### src/common/umc_consts.vh
// Constants shared by the serial port mode-configuration core.
// Functional notes
// [RL1] Enable bit set: port drives pins per pin-set and transmit enable; clear: GPIO owns.
// [RL2] Stop-in-idle set: port halts in CPU Idle; clear: keeps running.
// [RL3] Infrared bit inserts pulse encoder on transmit and decoder on receive.
// [RL4] Software enables infrared coding only with high-speed baud select cleared.
// [RL5] Request-to-send mode bit: set gives simplex, clear gives flow control.
// [RL6] Pin-set 11 adds baud clock, 10 adds CTS and RTS, 01 adds RTS.
// [RL7] Pin-set 00 uses only transmit and receive; others stay with port latches.
// [RL8] Wake bit set: start bit seen during Sleep raises a wake-up event.
// [RL9] Loopback bit routes transmitter output internally into the receiver.
// [RL10] Auto-baud measures the next 0x55 character; hardware clears the bit after.
// [RL11] Receive inversion set: low line is idle; clear: high line is idle.
// [RL12] Unimplemented mode bits ignore writes and read as zero.
// [RL13] Transmit characters wait in a four-deep FIFO ahead of the shifter.
// [RL14] Received characters wait in a four-deep FIFO until software reads them.
// [RL15] Eight-bit frames allow even, odd or no parity and one or two stops.
// [RL16] Nine-bit mode detects addresses: ninth bit one marks an address.
// [RL17] A clock at sixteen times the baud rate is provided for infrared parts; the core outputs the tick rate, four times baud in high speed.
// [RL18] Baud rate comes from a 16-bit programmable divider.
// [RL19] Parity field: 11 nine-bit, 10 odd, 01 even, 00 eight-bit no parity.
// [RL20] Stop select set gives two stop bits, clear gives one.
// [RL21] High-speed select set chooses high-speed mode, clear low-speed.
// [RL22] Low speed: baud equals clock over sixteen times divisor plus one.
// [RL23] Reset clears all mode fields: disabled, 8-bit, no parity, one stop.
`ifndef UMC_CONSTS_VH
`define UMC_CONSTS_VH
// ****************************************************************
// Register byte offsets
// ****************************************************************
`define UMC_OFS_MODE 5'h00
`define UMC_OFS_STAT 5'h04
`define UMC_OFS_TXD 5'h08
`define UMC_OFS_RXD 5'h0c
`define UMC_OFS_BAUD 5'h10
// ****************************************************************
// Mode register fields
// ****************************************************************
`define UMC_MODE_EN 15
`define UMC_MODE_SIDL 13
`define UMC_MODE_INFRARED_CODEC_ENABLE 12
`define UMC_MODE_REQUEST_TO_SEND_MODE 11
`define UMC_MODE_PINSET 9:8
`define UMC_MODE_WAKE 7
`define UMC_MODE_LPBK 6
`define UMC_MODE_AUTO_BAUD_ENABLE 5
`define UMC_MODE_RXINV 4
`define UMC_MODE_HIGH_SPEED_BAUD_SELECT 3
`define UMC_MODE_PDSEL 2:1
`define UMC_MODE_STOP_BIT_SELECT 0
`define UMC_MODE_WMASK 16'hbbff
`define UMC_MODE_RST 16'h0000
`define UMC_PIN_RTS 2'h1
`define UMC_PIN_FLOW 2'h2
`define UMC_PIN_BCLK 2'h3
`define UMC_PD_EVEN 2'h1
`define UMC_PD_ODD 2'h2
`define UMC_PD_NINE 2'h3
// ****************************************************************
// Status register fields
// ****************************************************************
`define UMC_STAT_TXEN 10
`define UMC_STAT_TXFULL 9
`define UMC_STAT_TRMT 8
`define UMC_STAT_ADDEN 5
`define UMC_STAT_RIDLE 4
`define UMC_STAT_PERR 3
`define UMC_STAT_FERR 2
`define UMC_STAT_OERR 1
`define UMC_STAT_RXDA 0
// ****************************************************************
// Timing and sizes
// ****************************************************************
`define UMC_OSR_LO 4'hf
`define UMC_OSR_HI 4'h3
`define UMC_IR_PW 4'h3
`define UMC_IR_HOLD 5'h10
`define UMC_FIFO_DEPTH 4
`define UMC_FIFO_PW 2
`define UMC_AB_EDGES 3'h4
`endif

### src/verilog/umc_fifo.v
// Four-deep first-in-first-out queue for serial characters.
`timescale 1ns/100ps
`include "umc_consts.vh"
module umc_fifo #(
  parameter W = 9
) (
  input wire clk, // Core clock.
  input wire rst_n, // Asynchronous reset, active low.
  input wire flush, // Empties the queue.
  input wire push, // Writes din when not full.
  input wire [W-1:0] din, // Data written.
  input wire pop, // Drops the head when not empty.
  output wire [W-1:0] dout, // Head entry.
  output wire full, // All entries used.
  output wire empty // No entry used.
);
  reg [W-1:0] mem [0:`UMC_FIFO_DEPTH-1];
  reg [`UMC_FIFO_PW-1:0] wr_q;
  reg [`UMC_FIFO_PW-1:0] rd_q;
  reg [`UMC_FIFO_PW:0] cnt_q;
  wire do_push;
  wire do_pop;

  // Refuse a push when full and a pop when empty.
  assign full = (cnt_q == `UMC_FIFO_DEPTH);
  assign empty = (cnt_q == {(`UMC_FIFO_PW+1){1'b0}});
  assign do_push = push & ~full;
  assign do_pop = pop & ~empty;
  assign dout = mem[rd_q];

  // Storage is written without reset; only pointers need a defined value.
  always @(posedge clk) begin
    if (do_push) begin
      mem[wr_q] <= din;
    end
  end

  // Pointers and fill count.
  always @(posedge clk or negedge rst_n) begin
    if (!rst_n) begin
      wr_q <= {`UMC_FIFO_PW{1'b0}};
      rd_q <= {`UMC_FIFO_PW{1'b0}};
      cnt_q <= {(`UMC_FIFO_PW+1){1'b0}};
    end else if (flush) begin
      wr_q <= {`UMC_FIFO_PW{1'b0}};
      rd_q <= {`UMC_FIFO_PW{1'b0}};
      cnt_q <= {(`UMC_FIFO_PW+1){1'b0}};
    end else begin
      if (do_push) begin
        wr_q <= wr_q + 1'b1;
      end
      if (do_pop) begin
        rd_q <= rd_q + 1'b1;
      end
      if (do_push & ~do_pop) begin
        cnt_q <= cnt_q + 1'b1;
      end else if (do_pop & ~do_push) begin
        cnt_q <= cnt_q - 1'b1;
      end
    end
  end
endmodule // umc_fifo

### src/verilog/umc_baud.v
// Free-running 16-bit divider making the oversampling tick and baud clock.
`timescale 1ns/100ps
module umc_baud (
  input wire clk, // Core clock.
  input wire rst_n, // Asynchronous reset, active low.
  input wire run, // Divider counts while high.
  input wire [15:0] div, // Divisor register value.
  output reg tick, // One-cycle pulse every div+1 clocks.
  output reg bclk // Clock at the tick rate, about half duty.
);
  reg [15:0] cnt_q;

  // Count to the divisor and wrap, giving a period of div+1 clocks.
  always @(posedge clk or negedge rst_n) begin
    if (!rst_n) begin
      cnt_q <= 16'h0000;
      tick <= 1'b0;
      bclk <= 1'b0;
    end else if (!run) begin
      cnt_q <= 16'h0000;
      tick <= 1'b0;
      bclk <= 1'b0;
    end else begin
      tick <= (cnt_q == div); // [RL18]
      cnt_q <= (cnt_q == div) ? 16'h0000 : cnt_q + 16'h0001;
      bclk <= (cnt_q <= {1'b0, div[15:1]});
    end
  end
endmodule // umc_baud

### src/verilog/umc_top.v
// Serial port core with mode register, framing, FIFOs and Avalon-MM slave.
//
// Local design decisions: the address map and the Avalon-MM register port.
`timescale 1ns/100ps
`include "umc_consts.vh"
module umc_top (
  input wire CORE_CLK, // Core clock.
  input wire RESETN, // Asynchronous reset, active low.
  input wire [4:0] AVS_ADDRESS, // Byte address.
  input wire AVS_READ, // Read request.
  input wire AVS_WRITE, // Write request.
  input wire [31:0] AVS_WRITEDATA, // Write data.
  input wire [3:0] AVS_BYTEENABLE, // Byte lanes.
  output reg [31:0] AVS_READDATA, // Read data.
  output reg AVS_WAITREQUEST, // Stall while high.
  input wire SERIAL_RX_PIN, // Receive line.
  output reg SERIAL_TX_PIN, // Transmit line.
  output reg SERIAL_TX_OE_N, // Transmit drive enable, low drives.
  input wire CLEAR_TO_SEND_PIN_N, // Peer ready, active low.
  output reg REQUEST_TO_SEND_PIN_N, // Request to send, active low.
  output reg REQUEST_TO_SEND_OE_N, // RTS drive enable, low drives.
  output reg BAUD_CLOCK_OUT_PIN, // Baud clock at the tick rate: sixteen times baud in low speed, four times in high speed.
  output reg BAUD_CLOCK_OUT_OE_N, // Baud clock drive enable, low drives.
  input wire CPU_IDLE_MODE, // Device in Idle.
  input wire CPU_SLEEP_MODE, // Device in Sleep.
  output reg WAKE_EVENT // One-cycle wake-up pulse.
);
  localparam S_IDLE = 3'h0;
  localparam S_START = 3'h1;
  localparam S_DATA = 3'h2;
  localparam S_PAR = 3'h3;
  localparam S_STOP = 3'h4;

  reg [1:0] rx_s_q, cts_s_q, idle_s_q, slp_s_q;
  reg [15:0] mode_q, mode_d, baud_q, baud_d;
  reg txen_q, adden_q, oerr_q;
  reg [2:0] tx_st_q, rx_st_q;
  reg [3:0] tx_sub_q, tx_bit_q, rx_sub_q, rx_bit_q;
  reg [8:0] tx_sh_q, rx_sh_q;
  reg tx_par_q, tx_stp_q, tx_line_q, rx_perr_q, rx_prev_q;
  reg [4:0] ir_hold_q;
  reg [23:0] ab_cnt_q;
  reg [2:0] ab_edges_q;
  reg ab_done;
  reg [31:0] rd_d;
  wire en, txen_eff, run, infrared_codec_enable, nine, par_on, odd, tick, bclk_raw, cts_ok;
  wire [1:0] pinset;
  wire [3:0] osr, nlast;
  wire wr_acc, rd_acc, tx_pop, rx_push, rx_fall, pin_n, rx_in;
  wire [8:0] txf_dout, rx_data;
  wire [10:0] rxf_dout;
  wire txf_full, txf_empty, rxf_full, rxf_empty, rx_flush, oerr_clr;
  wire [15:0] wm;

  // ****************************************************************
  // Mode decode
  // ****************************************************************
  assign en = mode_q[`UMC_MODE_EN];
  assign run = en & ~(mode_q[`UMC_MODE_SIDL] & idle_s_q[1]); // [RL2]
  assign infrared_codec_enable = mode_q[`UMC_MODE_INFRARED_CODEC_ENABLE];
  assign pinset = mode_q[`UMC_MODE_PINSET];
  assign nine = (mode_q[`UMC_MODE_PDSEL] == `UMC_PD_NINE); // [RL19]
  assign par_on = (mode_q[`UMC_MODE_PDSEL] == `UMC_PD_EVEN) |
                  (mode_q[`UMC_MODE_PDSEL] == `UMC_PD_ODD); // [RL15] [RL19]
  assign odd = (mode_q[`UMC_MODE_PDSEL] == `UMC_PD_ODD);
  assign osr = mode_q[`UMC_MODE_HIGH_SPEED_BAUD_SELECT] ? `UMC_OSR_HI : `UMC_OSR_LO; // [RL21] [RL22]
  assign nlast = nine ? 4'h8 : 4'h7;
  assign txen_eff = en & txen_q;
  assign cts_ok = (pinset == `UMC_PIN_FLOW) ? ~cts_s_q[1] : 1'b1; // [RL6]

  // ****************************************************************
  // Pin synchronisers
  // ****************************************************************
  always @(posedge CORE_CLK or negedge RESETN) begin
    if (!RESETN) begin
      rx_s_q <= 2'h3;
      cts_s_q <= 2'h3;
      idle_s_q <= 2'h0;
      slp_s_q <= 2'h0;
    end else begin
      rx_s_q <= {rx_s_q[0], SERIAL_RX_PIN};
      cts_s_q <= {cts_s_q[0], CLEAR_TO_SEND_PIN_N};
      idle_s_q <= {idle_s_q[0], CPU_IDLE_MODE};
      slp_s_q <= {slp_s_q[0], CPU_SLEEP_MODE};
    end
  end

  // Baud divider; in low-speed mode each tick is one sixteenth of a bit.
  umc_baud u_baud (
    .clk(CORE_CLK),
    .rst_n(RESETN),
    .run(run),
    .div(baud_q),
    .tick(tick),
    .bclk(bclk_raw)
  );

  // ****************************************************************
  // Transmitter
  // ****************************************************************
  umc_fifo #(.W(9)) u_txf (
    .clk(CORE_CLK),
    .rst_n(RESETN),
    .flush(~txen_eff),
    .push(wr_acc & (AVS_ADDRESS == `UMC_OFS_TXD) & txen_eff),
    .din(AVS_WRITEDATA[8:0]),
    .pop(tx_pop),
    .dout(txf_dout),
    .full(txf_full),
    .empty(txf_empty)
  ); // [RL13]

  assign tx_pop = (tx_st_q == S_IDLE) & txen_eff & run & ~txf_empty & cts_ok;

  // Shifts start, data, optional parity and one or two stop bits.
  always @(posedge CORE_CLK or negedge RESETN) begin
    if (!RESETN) begin
      tx_st_q <= S_IDLE;
      tx_sub_q <= 4'h0;
      tx_bit_q <= 4'h0;
      tx_sh_q <= 9'h000;
      tx_par_q <= 1'b0;
      tx_stp_q <= 1'b0;
      tx_line_q <= 1'b1;
    end else if (!txen_eff) begin
      tx_st_q <= S_IDLE;
      tx_line_q <= 1'b1;
    end else if (tx_pop) begin
      tx_sh_q <= txf_dout;
      tx_par_q <= odd ? ~(^txf_dout[7:0]) : (^txf_dout[7:0]); // [RL15]
      tx_st_q <= S_START;
      tx_sub_q <= 4'h0;
      tx_line_q <= 1'b0;
    end else if (tick & run & (tx_st_q != S_IDLE)) begin
      if (tx_sub_q != osr) begin
        tx_sub_q <= tx_sub_q + 4'h1;
      end else begin
        tx_sub_q <= 4'h0;
        case (tx_st_q)
          S_START: begin
            tx_st_q <= S_DATA;
            tx_bit_q <= 4'h0;
            tx_line_q <= tx_sh_q[0];
          end
          S_DATA: begin
            tx_sh_q <= {1'b0, tx_sh_q[8:1]};
            tx_bit_q <= tx_bit_q + 4'h1;
            if (tx_bit_q != nlast) begin
              tx_line_q <= tx_sh_q[1];
            end else if (par_on) begin
              tx_st_q <= S_PAR;
              tx_line_q <= tx_par_q;
            end else begin
              tx_st_q <= S_STOP;
              tx_line_q <= 1'b1;
              tx_stp_q <= mode_q[`UMC_MODE_STOP_BIT_SELECT]; // [RL20]
            end
          end
          S_PAR: begin
            tx_st_q <= S_STOP;
            tx_line_q <= 1'b1;
            tx_stp_q <= mode_q[`UMC_MODE_STOP_BIT_SELECT]; // [RL20]
          end
          S_STOP: begin
            if (tx_stp_q) begin
              tx_stp_q <= 1'b0;
            end else begin
              tx_st_q <= S_IDLE;
            end
          end
          default: begin
            tx_st_q <= S_IDLE;
          end
        endcase
      end
    end
  end

  // ****************************************************************
  // Receive line conditioning
  // ****************************************************************
  assign pin_n = rx_s_q[1] ^ mode_q[`UMC_MODE_RXINV]; // [RL11]
  assign rx_in = mode_q[`UMC_MODE_LPBK] ? tx_line_q : // [RL9]
                 (infrared_codec_enable ? (ir_hold_q == 5'h00) : pin_n); // [RL3]
  assign rx_fall = rx_prev_q & ~rx_in;

  // Stretches each short infrared pulse into a zero bit lasting one bit time.
  always @(posedge CORE_CLK or negedge RESETN) begin
    if (!RESETN) begin
      ir_hold_q <= 5'h00;
      rx_prev_q <= 1'b1;
      WAKE_EVENT <= 1'b0;
    end else begin
      if (!pin_n) begin
        ir_hold_q <= `UMC_IR_HOLD; // [RL3]
      end else if (tick & (ir_hold_q != 5'h00)) begin
        ir_hold_q <= ir_hold_q - 5'h01;
      end
      rx_prev_q <= rx_in;
      WAKE_EVENT <= mode_q[`UMC_MODE_WAKE] & slp_s_q[1] & rx_fall; // [RL8]
    end
  end

  // Auto-baud: five falling edges of 0x55 span eight bit times.
  always @(posedge CORE_CLK or negedge RESETN) begin
    if (!RESETN) begin
      ab_cnt_q <= 24'h000000;
      ab_edges_q <= 3'h0;
    end else if (!(mode_q[`UMC_MODE_AUTO_BAUD_ENABLE] & run)) begin
      ab_cnt_q <= 24'h000000;
      ab_edges_q <= 3'h0;
    end else begin
      if ((ab_edges_q != 3'h0) | rx_fall) begin
        ab_cnt_q <= ab_cnt_q + 24'h000001;
      end
      if (rx_fall) begin
        ab_edges_q <= ab_done ? 3'h0 : ab_edges_q + 3'h1; // [RL10]
      end
    end
  end

  always @* begin
    ab_done = mode_q[`UMC_MODE_AUTO_BAUD_ENABLE] & run & rx_fall & (ab_edges_q == `UMC_AB_EDGES);
  end

  // ****************************************************************
  // Receiver
  // ****************************************************************
  assign rx_data = nine ? rx_sh_q : {1'b0, rx_sh_q[8:1]};
  assign rx_push = (rx_st_q == S_STOP) & tick & (rx_sub_q == osr) &
                   ~(adden_q & nine & ~rx_data[8]); // [RL16]

  // Samples each bit at its middle; held off while auto-baud is armed.
  always @(posedge CORE_CLK or negedge RESETN) begin
    if (!RESETN) begin
      rx_st_q <= S_IDLE;
      rx_sub_q <= 4'h0;
      rx_bit_q <= 4'h0;
      rx_sh_q <= 9'h000;
      rx_perr_q <= 1'b0;
    end else if (!run | mode_q[`UMC_MODE_AUTO_BAUD_ENABLE]) begin
      rx_st_q <= S_IDLE;
    end else if (rx_st_q == S_IDLE) begin
      if (rx_fall) begin
        rx_st_q <= S_START;
        rx_sub_q <= 4'h0;
      end
    end else if (tick) begin
      rx_sub_q <= rx_sub_q + 4'h1;
      case (rx_st_q)
        S_START: begin
          if (rx_sub_q == {1'b0, osr[3:1]}) begin
            rx_sub_q <= 4'h0;
            rx_bit_q <= 4'h0;
            rx_st_q <= rx_in ? S_IDLE : S_DATA;
          end
        end
        S_DATA: begin
          if (rx_sub_q == osr) begin
            rx_sub_q <= 4'h0;
            rx_sh_q <= {rx_in, rx_sh_q[8:1]};
            rx_bit_q <= rx_bit_q + 4'h1;
            if (rx_bit_q == nlast) begin
              rx_st_q <= par_on ? S_PAR : S_STOP;
              rx_perr_q <= 1'b0;
            end
          end
        end
        S_PAR: begin
          if (rx_sub_q == osr) begin
            rx_sub_q <= 4'h0;
            rx_perr_q <= rx_in ^ (odd ? ~(^rx_sh_q[8:1]) : (^rx_sh_q[8:1])); // [RL15]
            rx_st_q <= S_STOP;
          end
        end
        S_STOP: begin
          if (rx_sub_q == osr) begin
            rx_st_q <= S_IDLE;
          end
        end
        default: begin
          rx_st_q <= S_IDLE;
        end
      endcase
    end
  end

  assign oerr_clr = wr_acc & (AVS_ADDRESS == `UMC_OFS_STAT) & AVS_BYTEENABLE[0] &
                    ~AVS_WRITEDATA[`UMC_STAT_OERR];
  assign rx_flush = ~en | (oerr_clr & ~(rx_push & rxf_full));

  umc_fifo #(.W(11)) u_rxf (
    .clk(CORE_CLK),
    .rst_n(RESETN),
    .flush(rx_flush),
    .push(rx_push),
    .din({~rx_in, rx_perr_q, rx_data}),
    .pop(rd_acc & (AVS_ADDRESS == `UMC_OFS_RXD)),
    .dout(rxf_dout),
    .full(rxf_full),
    .empty(rxf_empty)
  ); // [RL14]

  // ****************************************************************
  // Avalon-MM slave and registers
  // ****************************************************************
  assign wr_acc = AVS_WRITE & ~AVS_WAITREQUEST;
  assign rd_acc = AVS_READ & ~AVS_WAITREQUEST;
  assign wm = {{8{AVS_BYTEENABLE[1]}}, {8{AVS_BYTEENABLE[0]}}} & `UMC_MODE_WMASK; // [RL12]

  // Next mode and divisor: a software write lands after the hardware clear.
  always @* begin
    mode_d = mode_q;
    baud_d = baud_q;
    if (ab_done) begin
      mode_d[`UMC_MODE_AUTO_BAUD_ENABLE] = 1'b0; // [RL10]
      baud_d = mode_q[`UMC_MODE_HIGH_SPEED_BAUD_SELECT] ? ab_cnt_q[20:5] - 16'h0001 :
               ab_cnt_q[22:7] - 16'h0001; // [RL10]
    end
    if (wr_acc & (AVS_ADDRESS == `UMC_OFS_MODE)) begin
      mode_d = (mode_d & ~wm) | (AVS_WRITEDATA[15:0] & wm); // [RL12]
    end
    if (wr_acc & (AVS_ADDRESS == `UMC_OFS_BAUD)) begin
      baud_d = {AVS_BYTEENABLE[1] ? AVS_WRITEDATA[15:8] : baud_d[15:8],
                AVS_BYTEENABLE[0] ? AVS_WRITEDATA[7:0] : baud_d[7:0]}; // [RL18]
    end
  end

  // Read data mux; unmapped offsets read zero.
  always @* begin
    rd_d = 32'h00000000;
    case (AVS_ADDRESS)
      `UMC_OFS_MODE: rd_d[15:0] = mode_q & `UMC_MODE_WMASK; // [RL12]
      `UMC_OFS_STAT: begin
        rd_d[`UMC_STAT_TXEN] = txen_q;
        rd_d[`UMC_STAT_TXFULL] = txf_full;
        rd_d[`UMC_STAT_TRMT] = txf_empty & (tx_st_q == S_IDLE);
        rd_d[`UMC_STAT_ADDEN] = adden_q;
        rd_d[`UMC_STAT_RIDLE] = (rx_st_q == S_IDLE);
        rd_d[`UMC_STAT_PERR] = ~rxf_empty & rxf_dout[9];
        rd_d[`UMC_STAT_FERR] = ~rxf_empty & rxf_dout[10];
        rd_d[`UMC_STAT_OERR] = oerr_q;
        rd_d[`UMC_STAT_RXDA] = ~rxf_empty;
      end
      `UMC_OFS_RXD: rd_d[8:0] = rxf_empty ? 9'h000 : rxf_dout[8:0];
      `UMC_OFS_BAUD: rd_d[15:0] = baud_q;
      default: rd_d = 32'h00000000;
    endcase
  end

  // One wait cycle per request, then the answer stands for one edge.
  always @(posedge CORE_CLK or negedge RESETN) begin
    if (!RESETN) begin
      AVS_WAITREQUEST <= 1'b1;
      AVS_READDATA <= 32'h00000000;
      mode_q <= `UMC_MODE_RST; // [RL23]
      baud_q <= 16'h0000;
      txen_q <= 1'b0;
      adden_q <= 1'b0;
      oerr_q <= 1'b0;
    end else begin
      AVS_WAITREQUEST <= ~((AVS_READ | AVS_WRITE) & AVS_WAITREQUEST);
      if (AVS_READ & AVS_WAITREQUEST) begin
        AVS_READDATA <= rd_d;
      end
      mode_q <= mode_d;
      baud_q <= baud_d;
      if (wr_acc & (AVS_ADDRESS == `UMC_OFS_STAT)) begin
        if (AVS_BYTEENABLE[1]) begin
          txen_q <= AVS_WRITEDATA[`UMC_STAT_TXEN];
        end
        if (AVS_BYTEENABLE[0]) begin
          adden_q <= AVS_WRITEDATA[`UMC_STAT_ADDEN];
        end
      end
      if (rx_push & rxf_full) begin
        oerr_q <= 1'b1;
      end else if (oerr_clr) begin
        oerr_q <= 1'b0;
      end
    end
  end

  // ****************************************************************
  // Pin ownership and output stage
  // ****************************************************************
  always @(posedge CORE_CLK or negedge RESETN) begin
    if (!RESETN) begin
      SERIAL_TX_PIN <= 1'b1;
      SERIAL_TX_OE_N <= 1'b1;
      REQUEST_TO_SEND_PIN_N <= 1'b1;
      REQUEST_TO_SEND_OE_N <= 1'b1;
      BAUD_CLOCK_OUT_PIN <= 1'b0;
      BAUD_CLOCK_OUT_OE_N <= 1'b1;
    end else begin
      SERIAL_TX_OE_N <= ~txen_eff; // [RL1]
      if (mode_q[`UMC_MODE_LPBK]) begin
        SERIAL_TX_PIN <= ~infrared_codec_enable; // [RL9]
      end else if (infrared_codec_enable) begin
        SERIAL_TX_PIN <= ~tx_line_q & (tx_st_q != S_IDLE) & (tx_sub_q < `UMC_IR_PW); // [RL3]
      end else begin
        SERIAL_TX_PIN <= tx_line_q;
      end
      REQUEST_TO_SEND_OE_N <= ~(en & ((pinset == `UMC_PIN_FLOW) |
                                      (pinset == `UMC_PIN_RTS))); // [RL6] [RL7]
      REQUEST_TO_SEND_PIN_N <= mode_q[`UMC_MODE_REQUEST_TO_SEND_MODE] ?
                               (txf_empty & (tx_st_q == S_IDLE)) : rxf_full; // [RL5]
      BAUD_CLOCK_OUT_OE_N <= ~(en & (pinset == `UMC_PIN_BCLK)); // [RL6] [RL7]
      BAUD_CLOCK_OUT_PIN <= bclk_raw; // [RL17]
    end
  end
endmodule // umc_top

### config.mk
export PLATFORM = sky130hd
export DESIGN_NAME = umc_top
export DESIGN_NICKNAME = d
export VERILOG_FILES = /design/src/verilog/umc_fifo.v /design/src/verilog/umc_baud.v /design/src/verilog/umc_top.v
export VERILOG_INCLUDE_DIRS = /design/src /design/src/common
export SDC_FILE = /design/constraint.sdc
export NUM_CORES = 1
export LEC_CHECK = 0
export ABC_AREA = 1
export BUFFER_PORTS_ARGS = -buffer_cell sky130_fd_sc_hd__buf_2
export CAP_MARGIN = 20
export CORE_UTILIZATION = 56
export DETAILED_ROUTE_END_ITERATION = 7
export HOLD_SLACK_MARGIN = 0.03
export MAX_ROUTING_LAYER = met4
export PLACE_DENSITY_LB_ADDON = 0.2
export SETUP_SLACK_MARGIN = 0.05
export SYNTH_ARGS = -nofsm -noshare
export SYNTH_HDL_FRONTEND = slang
export SYNTH_SLANG_ARGS = --single-unit
### constraint.sdc
create_clock -name CORE_CLK -period 4.4 [get_ports CORE_CLK]
set_input_delay 1.32 -clock CORE_CLK [delete_from_list [all_inputs] [get_ports CORE_CLK]]
set_output_delay 1.32 -clock CORE_CLK [all_outputs]
set_load 0.01 [all_outputs]
==> impl_metrics.csv, run 1 <==
group,metric,value,unit
yosys,synth.distinct_cells,60,
yosys,synth_edf_count,80,
cells_and_area,final_cell_mix,"467 x nand2_1, 175 x inv_1, 174 x nor2_1",
critical_path,worst-setup-path-type,"reg -> reg",
yosys,synth.largest_area_cell,"dfrtp_1",
sta,tightest_slew,1080,ps
cells_and_area,finalNonFillerCells,2105,
detailed_routing,vias,11600,
floorplanning,core_area,24300,um2
grt,globalRouteMet3Util,3.66,%
pwr,ir_drop,0.321,mV
clock_tree,cts_setup_buffers,0,
sta,hold_viol,0,
yosys,synth-seq-cells,253,
worst_hold_path,holdCritPathClass,"reg -> reg",
clock_tree,ctsResizeCount,0,
sta,fin_crit,2920,ps
sta,rsz0062_at_grt,"false",
yosys,synth_warnings,0,
grt,gr-max-usage-layer,"met2",
grt,met1_usage,37.6,%
sta,clock_skew,12.9,ps
detailed_routing,drtIter0Drc,1022,
grt,grt_pass1_vias,11100,
clock_tree,h-tree-depth,1,
cells_and_area,drive_above_1_share,9.83,%
floorplanning,initial_utilization,57.3,%
detailed_routing,post_drt_wl_per_cell,16.6,um
floorplanning,die_y,160,um
sta,slew-limit-headroom,27.7,%
yosys,yosysSeqAreaShare,48.4,%
cells_and_area,utilization,63.3,%
critical_path,cp-end-kind,"flop",
yosys,synth.avg_cell_area,8.16,um2
grt,grtUsageMet2,47.5,%
cells_and_area,final_nets,1848,
clock_tree,numCtsBuffers,28,
clock_tree,holdBufCountCts,0,
sta,setup_viol,0,
critical_path,path_max_fanout,21,
detailed_routing,viasPerCell,5.52,
yosys,ys_top_cells_by_area,"dfrtp_1 29%, edfxtp_1 17%, nand2_1 13%, inv_1 4.7%, nor2_1 4.7%",
cells_and_area,area_delta_synth_final,10.6,%
floorplanning,die_w,160,um
place,dp.cells,2053,
sta,setup_tns,0,ps
sta,timing.fmax,343,MHz
floorplanning,dieArea,25500,um2
grt,grt-ovfl-total,0,
outcome,status,"finished, final reports clean",
yosys,syn_area,13900,um2
grt,grt_max_degree,86,
grt,antenna_found_initial,0,
clock_tree,cts_tree,"done",
floorplanning,pin_count,89,
sta,period_share,66.3,%
critical_path,critPathArrivalTime,3080,ps
clock_tree,cts_root_buf,"clkbuf_16",
place,dp_hpwl,25.3,mm
detailed_routing,drtAntennaViolNets,0,
place,gp_congestion,0.918,
pwr,p_leak,0.00712,uW
yosys,netlist_instances,1707,
yosys,ys.flop_type,"dfrtp_1",
detailed_routing,wirelength,34.9,mm
clock_tree,numClockSinks,253,
detailed_routing,drc,0,
worst_hold_path,hp-start,"u_baud.bclk",
place,portBuffers,54,
critical_path,cp.required,4560,ps
job,max_cap_viol_count,0,
yosys,synth_top_area_share,28.9,%
cells_and_area,layout_commonest_cell,"nand2_1",
pwr,p_per_area,473,nW/um2
grt,grt_use_total,29.0,%
clock_tree,clockBufferDepth,3,
detailed_routing,dr.pass1.iters,7,
floorplanning,num_rows,57,
sta,finalMaxSlewViolations,0,
grt,grt_pass1_wl,57.0,mm
clock_tree,clock_latency,540,ps
yosys,async_flop_share,68.4,%
cells_and_area,antenna_cells,0,
critical_path,worst_setup_path_start_kind,"flop",
clock_tree,clk_pin_slew,60,ps
[flip-flops by register name (all words and copies together) (netlist names), 3 cells and up, named ones only]
| name | count |
|---|---|
| u_rxf.cnt_q | 3 |
| u_baud.cnt_q | 16 |
| ir_hold_q | 5 |
| ab_edges_q | 3 |
| rx_st_q | 3 |
| u_txf.mem | 36 |
| tx_bit_q | 4 |
| tx_sub_q | 4 |
| rx_sh_q | 9 |
| baud_q | 16 |
| AVS_READDATA | 16 |
| tx_sh_q | 9 |
| u_rxf.mem | 44 |
| ab_cnt_q | 23 |
| u_txf.cnt_q | 3 |
| rx_sub_q | 4 |
| tx_st_q | 3 |
| rx_bit_q | 4 |
[path summary, 6_finish.rpt]
kind	slack, ps	cells past startpoint	endpoint
min reg2reg	350	0	BAUD_CLOCK_OUT_PIN
max	1480	5	u_rxf.mem[1][10]
min	350	0	BAUD_CLOCK_OUT_PIN
max reg2reg	1480	5	u_rxf.mem[1][10]
max in group asynchronous	2610	2	REQUEST_TO_SEND_PIN_N
min in group asynchronous	830	1	tx_sh_q[2]
[power breakdown]
group / leakage [uW] / total, uW / internal, uW / switching, uW
clock: 0.000500 / 2570 / 1610 / 962
sequential: 0.00292 / 2880 / 2640 / 242
combinational: 0.00370 / 1840 / 589 / 1250
[stage by stage]
stage	cell area, um2	hold slack (ps)	setup slack, ps	power (uW)
floorplan	14000	331	1640	4290
global placement	14400	334	1140	4660
detailed placement	14400	336	1120	4740
CTS	15400	348	1490	7300
global route	15400	355	1260	7680
finish	15400	345	1480	7290
[metal layers]
layer  vias to the layer above  share of wire (%)
met5                         -                  0
met4                         0                3.1
met3                        77                6.9
met2                       396                 48
met1                      5456                 42
li1                       5685                  -
[worst max-delay path, cell delays in order (launching register included)]
cell       delay [ps]
dfrtp_1           410
ha_1              680
nand2_1           100
inv_1             170
o2111ai_1         280
nor2_1            890
[cells in the mapped netlist, types with 21 or more instances]
| library cell | count |
|---|---|
| edfxtp_1 | 80 |
| xor2_1 | 27 |
| nor3_1 | 29 |
| o21ai_0 | 114 |
| inv_1 | 175 |
| nand4_1 | 28 |
| clkbuf_1 | 21 |
| nand3_1 | 122 |
| nand2_1 | 467 |
| a21oi_1 | 70 |
| ha_1 | 38 |
| nor2_1 | 174 |
| dfrtp_1 | 161 |
[cell type report]
class,instances,area [um2]
repair buffers,63,344
fillers,2140,8920
clock buffers,36,782
multi-input cells,1225,6170
flip-flops and latches,253,6750
inverters,188,711
clock inverters,16,240
well taps,324,405
[cell families (layout without fill, tap and decap cells)]
kind of cell	count (synthesis)	in the layout	synth area share, %
AOI/OAI and AO/OA	247	247	9.61
xor gates and xnor gates	44	44	2.77
adders and majority gates	40	40	3.70
buffers and inverters	244	303	7.65
DFF	253	253	48.4
muxes	4	4	0.314
other	1	16	0.0269
and+or+nand+nor	874	874	27.5
Note: power is estimated with default switching activity, not from simulation.
==> run 2, diff against run 1 <==
==> constraint.sdc (replaced) <==
create_clock -name CORE_CLK -period 2.5 [get_ports CORE_CLK]
set_input_delay 0.75 -clock CORE_CLK [delete_from_list [all_inputs] [get_ports CORE_CLK]]
set_output_delay 0.75 -clock CORE_CLK [all_outputs]
set_load 0.01 [all_outputs]
==> impl_metrics.csv, run 2 (same netlist as run 1, synthesis figures left out) <==
group,metric,value,unit
pwr,p_per_area,801,nW/um2
sta,finalMaxSlewViolations,0,
critical_path,worst_setup_path_start_kind,"flop",
sta,clock_skew,19.0,ps
place,gp_congestion,0.953,
critical_path,cp_num_buf_inv,3,
cells_and_area,largest_register_ffs,44,
cells_and_area,utilization,64.1,%
detailed_routing,viasPerCell,5.49,
pwr,pwr-share-comb,27.3,%
sta,worst_slack,261,ps
critical_path,cp_slowest_cell,"dfrtp_2",
clock_tree,cts_tree,"done",
sta,hold_viol,0,
grt,grt_use_total,28.9,%
sta,setup_tns,0,ps
detailed_routing,post_drt_wl_per_cell,16.5,um
clock_tree,clock_latency,550,ps
worst_hold_path,holdCritPathClass,"in -> async",
cells_and_area,final_nets,1882,
clock_tree,clk_pin_slew,60,ps
critical_path,r2r_cells,12,
critical_path,critPathArrivalTime,2680,ps
sta,rsz0062_at_grt,"false",
cells_and_area,finalNonFillerCells,2138,
grt,grt-ovfl-total,0,
critical_path,crit_top_cell,"nand2_1",
critical_path,path_max_fanout,10,
detailed_routing,wirelength,35.2,mm
pwr,p_int,8190,uW
pwr,clkPwrFrac,32.7,%
job,max_cap_viol_count,0,
pwr,switching_share,34.4,%
clock_tree,numClockSinks,253,
cells_and_area,drive_above_1_share,11.5,%
clock_tree,holdBufCountCts,0,
cells_and_area,num-fill-cells,2072,
floorplanning,num_rows,57,
clock_tree,clockBufferDepth,3,
floorplanning,die_y,160,um
pwr,seqPwrFrac,40.0,%
critical_path,critPathTopFamily,"simple AND/OR/NAND/NOR gates",
detailed_routing,vias,11700,
pwr,switching_power,4290,uW
critical_path,worst-path-stages,12,
critical_path,cp.required,2940,ps
detailed_routing,drtAntennaViolNets,0,
clock_tree,cts_setup_buffers,0,
sta,timing.fmax,447,MHz
detailed_routing,drtIter0Drc,1235,
sta,tightest_slew,610,ps
grt,grt_max_degree,49,
cells_and_area,area_delta_synth_final,11.9,%
sta,setup_viol,0,
critical_path,worst-setup-path-type,"reg -> reg",
clock_tree,cts_root_buf,"clkbuf_16",
sta,period_share,89.5,%
clock_tree,h-tree-depth,1,
place,place_ws,19.5,ps
cells_and_area,final_cell_mix,"467 x nand2_1, 175 x inv_1, 174 x nor2_1",
pwr,p_leak,0.00725,uW
outcome,status,"finished, final reports clean",
grt,grt_pass1_wl,57.0,mm
grt,grt_pass1_vias,11100,
cells_and_area,antenna_cells,0,
pwr,power.total,12500,uW
pwr,ir_drop,0.691,mV
detailed_routing,drc,0,
floorplanning,die_w,160,um
sta,slew-limit-headroom,59.3,%
grt,antenna_found_initial,0,
floorplanning,dieArea,25500,um2
detailed_routing,dr.pass1.iters,6,
clock_tree,numCtsBuffers,28,
critical_path,critPathMaxStageDelay,470,ps
cells_and_area,layout_commonest_cell,"nand2_1",
critical_path,worstPathCellList,"inv_2, nand2_1, nand2_1, nor2_2, inv_1, nor2_1, o2111ai_2, nor2_1, fa_1, inv_1, nand2_1, o21ai_0",
floorplanning,initial_utilization,57.3,%
cells_and_area,top_regs,"u_rxf.mem x44, u_txf.mem x36, ab_cnt_q x23",
place,dp_hpwl,26.0,mm
floorplanning,core_area,24300,um2
place,portBuffers,54,
floorplanning,pin_count,89,
critical_path,cp-end-kind,"flop",
place,dp.cells,2087,
cells_and_area,regMostFlops,"u_rxf.mem",
sta,fin_crit,2240,ps
-- run 2: cell types whose count changed in the layout (fill, tap and decap cells not counted), sizes merged --
cell and change:
clkinv +1, bufinv -4, buf +34, clkinvlp -1, clkbuf +2, inv +1
-- run 2: worst register-to-register path, cell delays in order, from the launching register on --
cell       delay [ps]
dfrtp_2           470
inv_2             140
nand2_1            80
nand2_1            60
nor2_2             90
inv_1              90
nor2_1            170
o2111ai_2         190
nor2_1            200
fa_1              440
inv_1              70
nand2_1            40
o21ai_0            90
-- run 2: power groups by stage --
stage	sequential, uW	clock [uW]	combinational [uW]
3_5_place_dp	5050	0	3380
4_1_cts	4980	4130	3400
5_1_grt	5030	4290	3870
2_1_floorplan	4970	0	2590
3_3_place_gp	5040	0	3260
6_report	4990	4080	3410
-- run 2: stage by stage --
step	cell area (um2)	hold slack, ps
final	15600	134
after detailed placement	14700	337
after global routing	15600	162
after floorplan	14000	331
after global placement	14700	333
after CTS	15600	143
-- run 2: final timing paths --
kind | start | to | slack, ps
min reg2reg | cts_s_q[0] | cts_s_q[1] | 350
max reg2reg | flop | u_rxf.cnt_q[1] | 260
max in group asynchronous | RESETN | rx_s_q[0] | 1620
min in group CORE_CLK | CLEAR_TO_SEND_PIN_N | cts_s_q[0] | 310
max | flop | u_rxf.cnt_q[1] | 260
min | RESETN | tx_sh_q[6] | 130
-- run 2: timing repair --
item	4_1_cts	5_1_grt
gates resized for setup	0	2
endpoints found under the hold margin	0	0
endpoints found under the setup margin	0	1
-- run 2: per-layer routing --
layer | up-vias | share of wire [%] | GRT usage [%]
met5 | - | 0 | -
met3 | 68 | 5.7 | 3.27
met1 | 5547 | 44 | 38.7
met2 | 367 | 47 | 46.0
li1 | 5753 | - | -
met4 | 0 | 3.2 | 10.1
-- run 2: cell type report --
class | count | area, um2 | area share (%)
clock inverter | 13 | 124 | 0.795
tap | 324 | 405 | 2.60
inverter | 188 | 711 | 4.56
clock buffer | 38 | 790 | 5.07
sequential | 253 | 6750 | 43.3
multi-input combinational | 1225 | 6180 | 39.6
timing repair buffer | 97 | 624 | 4.01
